[src/verilog/reset_seq_pkg.sv]
/*
 * package for the chip reset sequencer: timing constants, cause flags,
 * sequencer states and the packed carriers shared by the two modules.
 * assumes a single 40 MHz clock that is the internal high-speed oscillator.
 */
package reset_seq_pkg;

	// ****************************************************************
	// clock and timing
	// ****************************************************************
	localparam int CLK_HZ          = 40000000;
	localparam int PIN_RELEASE_US  = 800;   // pin release delay, 0.8 ms
	localparam int POR_RELEASE_US  = 1800;  // power-on release delay, 1.8 ms
	localparam int SOFT_RELEASE_CY = 30;    // watchdog / request release
	localparam int PIN_MIN_LOW_CY  = 12;    // least warm pin low time
	localparam int PIN_RELEASE_CY  = (CLK_HZ / 1000) * PIN_RELEASE_US / 1000;
	localparam int POR_RELEASE_CY  = (CLK_HZ / 1000) * POR_RELEASE_US / 1000;
	localparam int COUNT_W         = 17;

	// ****************************************************************
	// cause flag positions and reset values
	// ****************************************************************
	localparam int CAUSE_W         = 5;
	localparam int CAUSE_POR       = 0;
	localparam int CAUSE_PIN       = 1;
	localparam int CAUSE_LVD       = 2;
	localparam int CAUSE_WDT       = 3;
	localparam int CAUSE_SYS       = 4;
	localparam logic [CAUSE_W-1:0] CAUSE_RESET = 5'h01;
	localparam logic               CLK_SEL_INTERNAL = 1'b0;

	// ****************************************************************
	// types
	// ****************************************************************
	typedef enum logic [2:0] {
		st_hold    = 3'h1,
		st_count   = 3'h2,
		st_run     = 3'h4
	} seq_state_type;

	// raw reset requests from the five sources
	typedef struct packed {
		logic system_reset_request;
		logic watchdog_timer;
		logic low_voltage_detector;
		logic pin;
		logic power_on;
	} source_type;

	// reset outputs to the rest of the chip
	typedef struct packed {
		logic cold;      // cold-only domain reset
		logic warm;      // general reset
	} reset_out_type;

	// pick the release delay that the latest cause demands
	function automatic logic [COUNT_W-1:0] release_count(
		input logic [CAUSE_W-1:0] cause);
		if (cause[CAUSE_POR])
			return COUNT_W'(POR_RELEASE_CY);
		else if (cause[CAUSE_PIN] || cause[CAUSE_LVD])
			return COUNT_W'(PIN_RELEASE_CY);
		else
			return COUNT_W'(SOFT_RELEASE_CY);
	endfunction : release_count

endpackage : reset_seq_pkg

[src/verilog/chip_reset_sequencer.sv]
/*
 * chip reset sequencer: merges five reset sources, times the release of
 * the internal reset and splits it into cold and warm domains.
 * assumes clk is the internal high-speed oscillator and rst is the raw
 * power-on detector output; the pin and analog sources are asynchronous.
 * assumes the watchdog and the processor request come from logic on clk,
 * so they pass no synchroniser; the cold output feeds only the debug
 * units and the flash security bit, the warm output everything else.
 * assumes software never relies on memory contents across any reset.
 */
// Summary of operation
// - reset asserts from power-on, pin, low voltage, watchdog, request
// - cause of the latest reset kept in readable cause flags
// - memory contents are not guaranteed across any reset
// - pin reset releases about 0.8 ms after pin returns high
// - power-on reset releases about 1.8 ms after supply in range
// - watchdog or request reset releases about 30 clocks after event
// - warm reset initialises processor and peripheral control registers
// - debug units and flash security bit reset only by cold reset
// - chip leaves reset running on internal high-speed oscillator
module chip_reset_sequencer
	import reset_seq_pkg::*;
(
	// clock and power-on reset
	input  wire logic               clk,
	input  wire logic               rst,
	// reset sources
	input  wire logic               reset_pin_n,
	input  wire logic               low_voltage_detector,
	input  wire logic               watchdog_timer,
	input  wire logic               system_reset_request,
	// resets to the chip
	output reset_out_type           reset_out,
	output logic                    ram_valid,
	// status
	output logic      [CAUSE_W-1:0] reset_cause_flags,
	output logic                    clock_select
);

	// ****************************************************************
	// input synchronisation
	// ****************************************************************
	logic [1:0] async_raw;
	logic [1:0] async_sync;
	source_type src;

	// pin and detector arrive from outside the clock domain
	assign async_raw = {low_voltage_detector, ~reset_pin_n};

	reset_sync #(
		.WIDTH(2)
	) u_sync (
		.clk      (clk),
		.rst      (rst),
		.async_in (async_raw),
		.sync_out (async_sync)
	);

	// gather all sources; power-on is seen through rst itself
	always_comb begin
		src.power_on             = 1'b0;
		src.pin                  = async_sync[0];
		src.low_voltage_detector = async_sync[1];
		src.watchdog_timer       = watchdog_timer;
		src.system_reset_request = system_reset_request;
	end

	// ****************************************************************
	// release sequencer
	// ****************************************************************
	seq_state_type            state;
	seq_state_type            next_state;
	logic [COUNT_W-1:0]       count;
	logic [COUNT_W-1:0]       next_count;
	logic [CAUSE_W-1:0]       next_cause;
	logic                     cold_phase;
	logic                     next_cold_phase;
	logic                     any_src;
	logic [CAUSE_W-1:0]       new_cause;
	logic                     release_now;

	// any active source holds the chip in reset
	assign any_src = src.pin | src.low_voltage_detector
		| src.watchdog_timer | src.system_reset_request;

	// one cause bit for each active source, pin taking part too
	always_comb begin
		new_cause            = '0;
		new_cause[CAUSE_PIN] = src.pin;
		new_cause[CAUSE_LVD] = src.low_voltage_detector;
		new_cause[CAUSE_WDT] = src.watchdog_timer;
		new_cause[CAUSE_SYS] = src.system_reset_request;
	end

	// the count has run out with every source quiet
	assign release_now = (state == st_count) && !any_src
		&& (count <= COUNT_W'(1));

	// next state and delay count
	always_comb begin
		next_state = state;
		next_count = count;
		case (state)
			st_hold: begin
				if (!any_src) begin
					next_state = st_count;
					next_count = release_count(reset_cause_flags);
				end
			end
			st_count: begin
				if (any_src) begin
					next_state = st_hold; // back to hold; the delay reloads in full once sources are quiet
				end else if (release_now) begin
					next_state = st_run;
					next_count = '0;
				end else begin
					next_count = count - COUNT_W'(1);
				end
			end
			st_run: begin
				if (any_src) begin
					next_state = st_hold;
				end
			end
			default: begin
				next_state = st_hold;
			end
		endcase
	end

	// register sequencer state; power-on forces the cold sequence
	always_ff @(posedge clk or posedge rst) begin
		if (rst) begin
			state <= st_hold;
			count <= '0;
		end else begin
			state <= next_state;
			count <= next_count;
		end
	end

	// ****************************************************************
	// reset cause flags
	// ****************************************************************
	logic                     enter_reset;

	// add the sources seen now to the flags kept so far
	function automatic logic [CAUSE_W-1:0] merge_cause(
		input logic [CAUSE_W-1:0] flags,
		input logic [CAUSE_W-1:0] fresh);
		return flags | fresh;
	endfunction : merge_cause

	// a fresh reset entry from run, as opposed to one already held
	assign enter_reset = (state == st_run) && any_src;

	// a fresh entry from run replaces the flags, a held one adds
	always_comb begin
		next_cause = reset_cause_flags;
		if (enter_reset) begin
			next_cause = new_cause; // latest reset replaces old cause
		end else if (any_src) begin
			next_cause = merge_cause(reset_cause_flags, new_cause);
		end
	end

	// register the flags; power-on is the cause after rst
	always_ff @(posedge clk or posedge rst) begin
		if (rst) begin
			reset_cause_flags <= CAUSE_RESET;
		end else begin
			reset_cause_flags <= next_cause;
		end
	end

	// ****************************************************************
	// cold domain
	// ****************************************************************
	// cold phase ends at the first release after power-on
	always_comb begin
		next_cold_phase = cold_phase;
		if (release_now) begin
			next_cold_phase = 1'b0;
		end
	end

	// register the cold phase; only rst raises it again
	always_ff @(posedge clk or posedge rst) begin
		if (rst) begin
			cold_phase <= 1'b1;
		end else begin
			cold_phase <= next_cold_phase;
		end
	end

	// ****************************************************************
	// reset outputs
	// ****************************************************************
	reset_out_type next_reset_out;
	logic          next_ram_valid;
	logic          next_clock_select;

	// warm reset covers every sequence, cold only the power-on one
	always_comb begin
		next_reset_out.warm = (next_state != st_run);
		next_reset_out.cold = next_cold_phase;
		next_ram_valid      = 1'b0;
		next_clock_select   = CLK_SEL_INTERNAL;
	end

	// outputs held in flip-flops, asserted from power-on
	always_ff @(posedge clk or posedge rst) begin
		if (rst) begin
			reset_out    <= '{cold: 1'b1, warm: 1'b1};
			ram_valid    <= 1'b0;
			clock_select <= CLK_SEL_INTERNAL;
		end else begin
			reset_out    <= next_reset_out;
			ram_valid    <= next_ram_valid;
			clock_select <= next_clock_select;
		end
	end

endmodule : chip_reset_sequencer

[src/verilog/reset_sync.sv]
/*
 * two-stage synchroniser for a group of asynchronous level inputs.
 * assumes the inputs are static for at least two clock periods.
 */
module reset_sync
	import reset_seq_pkg::*;
#(
	parameter int WIDTH = 1
) (
	// clock and reset
	input  wire logic             clk,
	input  wire logic             rst,
	// levels
	input  wire logic [WIDTH-1:0] async_in,
	output logic      [WIDTH-1:0] sync_out
);

	logic [WIDTH-1:0] stage1;
	logic [WIDTH-1:0] next_stage1;
	logic [WIDTH-1:0] next_sync_out;

	// next values of both stages
	always_comb begin
		next_stage1   = async_in;
		next_sync_out = stage1;
	end

	// register the stages
	always_ff @(posedge clk or posedge rst) begin
		if (rst) begin
			stage1   <= '0;
			sync_out <= '0;
		end else begin
			stage1   <= next_stage1;
			sync_out <= next_sync_out;
		end
	end

endmodule : reset_sync

[config.mk]
export PLATFORM = sky130hd
export DESIGN_NAME = chip_reset_sequencer
export DESIGN_NICKNAME = d
export VERILOG_FILES = /design/src/verilog/reset_seq_pkg.sv /design/src/verilog/chip_reset_sequencer.sv /design/src/verilog/reset_sync.sv
export SDC_FILE = /design/constraint.sdc
export NUM_CORES = 1
export LEC_CHECK = 0
export ABC_AREA = 0
export BUFFER_PORTS_ARGS = -buffer_cell sky130_fd_sc_hd__buf_2
export CORE_AREA = 3 3 67 69
export DETAILED_ROUTE_END_ITERATION = 10
export DIE_AREA = 0 0 70 72
export SLEW_MARGIN = 20
export SYNTH_ARGS = -nofsm -noshare
export SYNTH_HDL_FRONTEND = slang
export SYNTH_SLANG_ARGS = --single-unit
[constraint.sdc]
create_clock -name clk -period 2.39 [get_ports clk]
set_clock_uncertainty 0.1 [all_clocks]
set_input_delay 0.717 -clock clk [delete_from_list [all_inputs] [get_ports clk]]
set_output_delay 0.717 -clock clk [all_outputs]
set_load 0.02 [all_outputs]
### Word level (Yosys, flattened, before mapping)

Index checks and enable logic that the tools add are counted.

| storage, ports and cells | value |
|---|---|
| flip-flop bits (word level) | 31 |
| word-level logic and storage cells | 41 |

| cells by class | value |
|---|---|
| add/subtract/negate cells | 1 |
| $lt $le $gt $ge | 1 |
| equality and inequality tests | 6 |
| mux-type cells | 13 |
| bitwise gates (word level) | 5 |
| reductions and logical operators | 8 |

Operators by type and width:

| operator | count |
|---|---|
| 17-bit two-way mux | 4 |
| 17-bit one-hot mux with 2 select lines | 1 |
| 17-bit by 1-bit less-or-equal comparator with 1-bit output, second input constant | 1 |
| 17-bit by 1-bit subtractor with 17-bit output, second input constant | 1 |
| 15-bit two-way mux | 1 |
| 3-bit two-way mux | 4 |
| 5-bit two-way mux | 2 |
| 3-bit one-hot mux with 3 select lines | 1 |
| 5-bit OR | 1 |
| 2-bit inequality test, second input constant | 2 |
| 2-bit nonzero test | 2 |
| 3-bit by 1-bit == test with 1-bit output, second input constant | 1 |
| 3-bit by 2-bit == test with 1-bit output, second input constant | 1 |
| 3-bit == test, second input constant | 1 |
| 1-bit logical AND | 3 |
| 3-bit inequality test, second input constant | 1 |
| 1-bit OR | 3 |
| 3-bit AND reduction | 1 |
| 1-bit logical NOT | 1 |
| 1-bit logical OR | 1 |
| 1-bit NOT | 1 |

### Logic depth before layout (Yosys ltp)

| depth | value |
|---|---|
| word-level depth | 10 |
| mapped depth | 8 |
| mapped depth without buffers | 7 |

### Cells and area by module

From an unflattened synthesis, not the netlist that was laid out.

| unflattened totals | value |
|---|---|
| cells, all modules | 171 |
| area total of the unflattened synthesis | 1605.3 µm² |

By module, submodules not included:

| module | instances | cells an instance | area each (µm²) | sequential area each (µm²) |
|---|---|---|---|---|
| chip_reset_sequencer | 1 | 166 | 1501.4 | 680.7 |
| reset_sync | 1 | 5 | 103.8 | 100.1 |

### Worst setup path after synthesis

Ideal clock, no wire load.

| timing path | value |
|---|---|
| path kind | input-to-reg |
| from | in watchdog_timer |
| to | reg count[2] |
| setup time | 139 ps |
| arrival | 1996 ps |
| required time | 2151 ps |
| path slack | 155 ps |
| stages on the path | 5 |
| path through | or4_4 o31ai_4 nand2b_1 buf_2 o221ai_1 |

| between the ends | value |
|---|---|
| longest elaborated chain between the ends | 8 |

Ends and longest elaborated chain:

| item | RTL line | RTL |
|---|---|---|
| start: declaration | chip_reset_sequencer.sv:30 | `input wire logic watchdog_timer,` |
| 1-bit OR * (2 in series) | chip_reset_sequencer.sv:84 | `\| src.watchdog_timer \| src.system_reset_request;` |
| 1-bit logical NOT | -- |  |
| 1-bit logical AND | chip_reset_sequencer.sv:96 | `assign release_now = (state == st_count) && !any_src` |
| 1-bit logical AND | chip_reset_sequencer.sv:97 | `&& (count <= COUNT_W'(1));` |
| 17-bit two-way mux | chip_reset_sequencer.sv:113 | `end else if (release_now) begin` |
| 17-bit two-way mux | chip_reset_sequencer.sv:111 | `if (any_src) begin` |
| 17-bit one-hot mux with 2 select lines | chip_reset_sequencer.sv:103 | `case (state)` |
| end signal: assignment | chip_reset_sequencer.sv:138 | `count <= next_count;` |
| end: declaration | chip_reset_sequencer.sv:73 | `logic [COUNT_W-1:0] count;` |

Every way passes the cells marked *; elsewhere a longest branch is shown, timed or not. The select of a mux whose other input is x is not followed.
A chain may end at the register's enable or synchronous reset.

### Final worst setup path

| timing path | value |
|---|---|
| from | reg count[13] |
| to | reg count[2] |

| between the ends | value |
|---|---|
| longest elaborated chain between the ends | 5 |

Ends and longest elaborated chain:

| item | RTL line |
|---|---|
| 17-bit by 1-bit less-or-equal comparator with 1-bit output | chip_reset_sequencer.sv:97 |
| 1-bit logical AND | chip_reset_sequencer.sv:97 |
| 17-bit two-way mux | chip_reset_sequencer.sv:113 |
| 17-bit two-way mux | chip_reset_sequencer.sv:111 |
| 17-bit one-hot mux with 2 select lines | chip_reset_sequencer.sv:103 |

No other way between the ends. The select of a mux whose other input is x is not followed.

==> metrics.txt <==
unrepaired setup endpoints after global routing=no; number of antenna violations at the first check in global routing=0; Routed WL=3.920 mm; path type of the worst min-delay path=flip-flop to flip-flop; count of final max-slew check failures=0; Yosys top cell area share=0.3959; number of synthesized flops with an enable pin=0; final RePlAce weighted congestion=0.7755; highest routed layer=met4; wire length of the first global-routing pass=6.900 mm; post-synth top area cell=sky130_fd_sc_hd__dfrtp_1; area of the multi-input gates=843.3 um2; proportion of power drawn by the clock network=0.417; maximum number of pins on one net before global-route repair=32; Critical Path, Cell by Cell=nor4_4, nand4_2, o31ai_4, nand2b_1, o221ai_1; leakage dissipation=0.8741 nW; wire length on met3=229 um; Worst Tran Pin Value=0.5685 ns; Internal Pwr Total=0.9505 mW; net switching component of the power=0.3276 mW; vias=1,497; Port Buf Inserts=12; cell at the slowest stage of the critical path=sky130_fd_sc_hd__dfrtp_1; most numerous cell types in the synthesized netlist=sky130_fd_sc_hd__dfrtp_1 (27), sky130_fd_sc_hd__nand2_1 (16), sky130_fd_sc_hd__nor2_1 (12), sky130_fd_sc_hd__a21oi_1 (11); total standard cell area after synthesis=0.001707 mm2; run status=complete, no violations; H-tree levels=2; layout net count=216; number of warning messages in the yosys log=0; count of standard-cell rows=23; detailed-routed wire length on met2=1.892 mm; routed via count divided by cell count=5.780; required time of the worst setup path=2.42 ns; post-synthesis sequential element count=31; number of top-level pins=15; part of the Yosys area used for sequential elements=0.4575; clock buffer count from CTS=5; Worst Slack Setup Final=0.1595 ns; Synth cell types=48; headroom to the max-slew limit=0.6175; share of final-layout standard cells stronger than drive strength 1=0.2632; area after detailed placement=0.001934 mm2; total power after layout=1.278 mW; buffer cell driving the clock tree root=sky130_fd_sc_hd__clkbuf_8; detail-routed net length per standard cell=15.14 um; die outline width=70 um; Setup Viol. Count Final=0; cells taking the most area after synthesis=sky130_fd_sc_hd__dfrtp_1 (40%), sky130_fd_sc_hd__dfstp_2 (6.2%), sky130_fd_sc_hd__nand2_1 (3.5%); grt total ovfl=0; final total negative setup slack=0 ns; Hold Vio Cnt, Final=0; switching share of total power=0.2563; minimum clock period=2.230 ns; final worst-path cycle share=0.9333; area taken by flip-flops and latches=780.7 um2; DRT antenna net count=0; crit end category=flip-flop; largest buffer count on any clock path=2; first-pass iteration count of the detailed router=4; power density relative to cell area=622.9 mW/mm2; die area=0.005040 mm2; instance count along the most critical hold path=0; post-CTS setup repair buffer count=0; library cell with the highest instance count after synthesis=sky130_fd_sc_hd__dfrtp_1; height of the chip=72 um; Final HPWL DP=2.991 mm; number of DRC markers in iteration 0=98; clock sinks=31; clock tree from TritonCTS=done; starting density of the core=0.4297; Peak VDD IR=0.3932 mV; vias in the first global route=1,488; cells resized by post-CTS repair=0; clock insertion delay at the later pin of the skew report=0.28 ns; Maximum Capacitance Violations=0; Async SR Flop Fraction=1.000; logic gate share of total power=0.117; layout-stage area growth over the synthesis result=20.23%; instance count of the mapped netlist=176; Post-Place Worst Slack=-0.08636 ns; area of the placeable core=0.003971 mm2; critical-path maximum fanout=8; routed metal-1 wirelength=1.773 mm; sequential fraction of design power=0.466; share of the core filled with cells in the final layout=0.5167; main flop type after synthesis=sky130_fd_sc_hd__dfrtp_1; number of buffers added to fix hold violations after cts=0; Ant. Diodes=0; Worst path max stage delay=0.46 ns; fill cell count=366; post-route cell area=0.002052 mm2; Clk pin slew, worst setup/hold paths=0.07 ns; critical path class=flip-flop to flip-flop; final routed DRC violation total=0; Arr. time, crit path=2.27 ns; achievable frequency=0.4483 GHz; startpoint kind of the worst setup timing path=flip-flop; FF-to-FF path depth=5; Synth Area per Inst=9.697 um2; overall track demand over capacity in global routing=0.1707
layout make-up:
type | instances | area share
clock inverter | 2 | 0.01707
tap | 50 | 0.03049
clock buffer | 6 | 0.04024
inverter | 8 | 0.01463
timing repair buffer | 33 | 0.1061
multi-input combinational | 129 | 0.4110
sequential | 31 | 0.3805
path summary, 6_finish.rpt:
| check | to | from | slack [ns] |
|---|---|---|---|
| worst min-delay path | u_sync.sync_out[0] | u_sync.next_sync_out[0] | 0.25 |
| worst min register to register | u_sync.sync_out[0] | u_sync.next_sync_out[0] | 0.25 |
| worst max register to register | count[2] | count[13] | 0.16 |
| min in group asynchronous | count[13] | rst | 0.40 |
| max in group asynchronous | reset_out[1] | rst | 1.46 |
| worst max-delay path | count[2] | count[13] | 0.16 |
worst max-delay path: cells and delay by family (launching register included):
family | cells | cell delay, ns
simple gates | 3 | 0.98
compound gates | 2 | 0.53
flops | 1 | 0.46
registers in the layout, indices dropped and copies added (netlist names):
register / cells
u_sync.next_sync_out: 2
reset_out: 2
u_sync.sync_out: 2
count: 17
state: 3
reset_cause_flags: 5
per-stage QoR:
stage | hold slack, ns | std cells
4_1_cts | 0.2537 | 259
2_1_floorplan | 0.2312 | 177
3_5_place_dp | 0.2411 | 251
6_report | 0.2516 | 259
3_3_place_gp | 0.2380 | 251
5_1_grt | 0.2695 | 259
routing by layer:
| metal | up-vias | global-route usage |
|---|---|---|
| li1 | 719 | - |
| met1 | 723 | 0.2210 |
| met2 | 51 | 0.2896 |
| met3 | 4 | 0.04432 |
| met4 | 0 | 0.03830 |
| met5 | - | 0 |
cells by family (layout without fill, tap and decap cells):
logic type | Yosys count | count (layout) | share of synthesized area
AND/OR/NAND/NOR | 64 | 64 | 0.2155
AO/OA/AOI/OAI | 59 | 59 | 0.2485
flip-flops | 31 | 31 | 0.4575
buffers and inverters | 17 | 49 | 0.05058
adder cells (fa/ha/maj) | 2 | 2 | 0.01466
other | 1 | 2 | 0.002197
XOR/XNOR | 1 | 1 | 0.005133
multiplexers | 1 | 1 | 0.005865
power groups by stage:
stage	registers [mW]	clock network, mW	logic, mW
finish	0.595	0.533	0.150
detailed placement	0.605	0	0.151
global route	0.600	0.573	0.171
floorplan	0.594	0	0.106
CTS	0.595	0.550	0.152
global placement	0.603	0	0.147
layout by cell type (no fill, tap or decap), types with 3 or more instances in the layout:
cell type                   instances
sky130_fd_sc_hd__nor3_1             5
sky130_fd_sc_hd__buf_4             21
sky130_fd_sc_hd__nand2_1           16
sky130_fd_sc_hd__a2bb2oi_1          3
sky130_fd_sc_hd__o21ai_0            8
sky130_fd_sc_hd__a21o_1             6
sky130_fd_sc_hd__a211o_1            3
sky130_fd_sc_hd__o21ai_1            3
sky130_fd_sc_hd__o221ai_1           5
sky130_fd_sc_hd__clkbuf_8           6
sky130_fd_sc_hd__a21oi_1           11
sky130_fd_sc_hd__inv_1              8
sky130_fd_sc_hd__dfstp_2            4
sky130_fd_sc_hd__buf_2             12
sky130_fd_sc_hd__nor4_1             7
sky130_fd_sc_hd__nor2_1            12
sky130_fd_sc_hd__nand2b_1           5
sky130_fd_sc_hd__nand3_1            3
sky130_fd_sc_hd__dfrtp_1           27
Note: power is estimated with default switching activity, not from simulation.
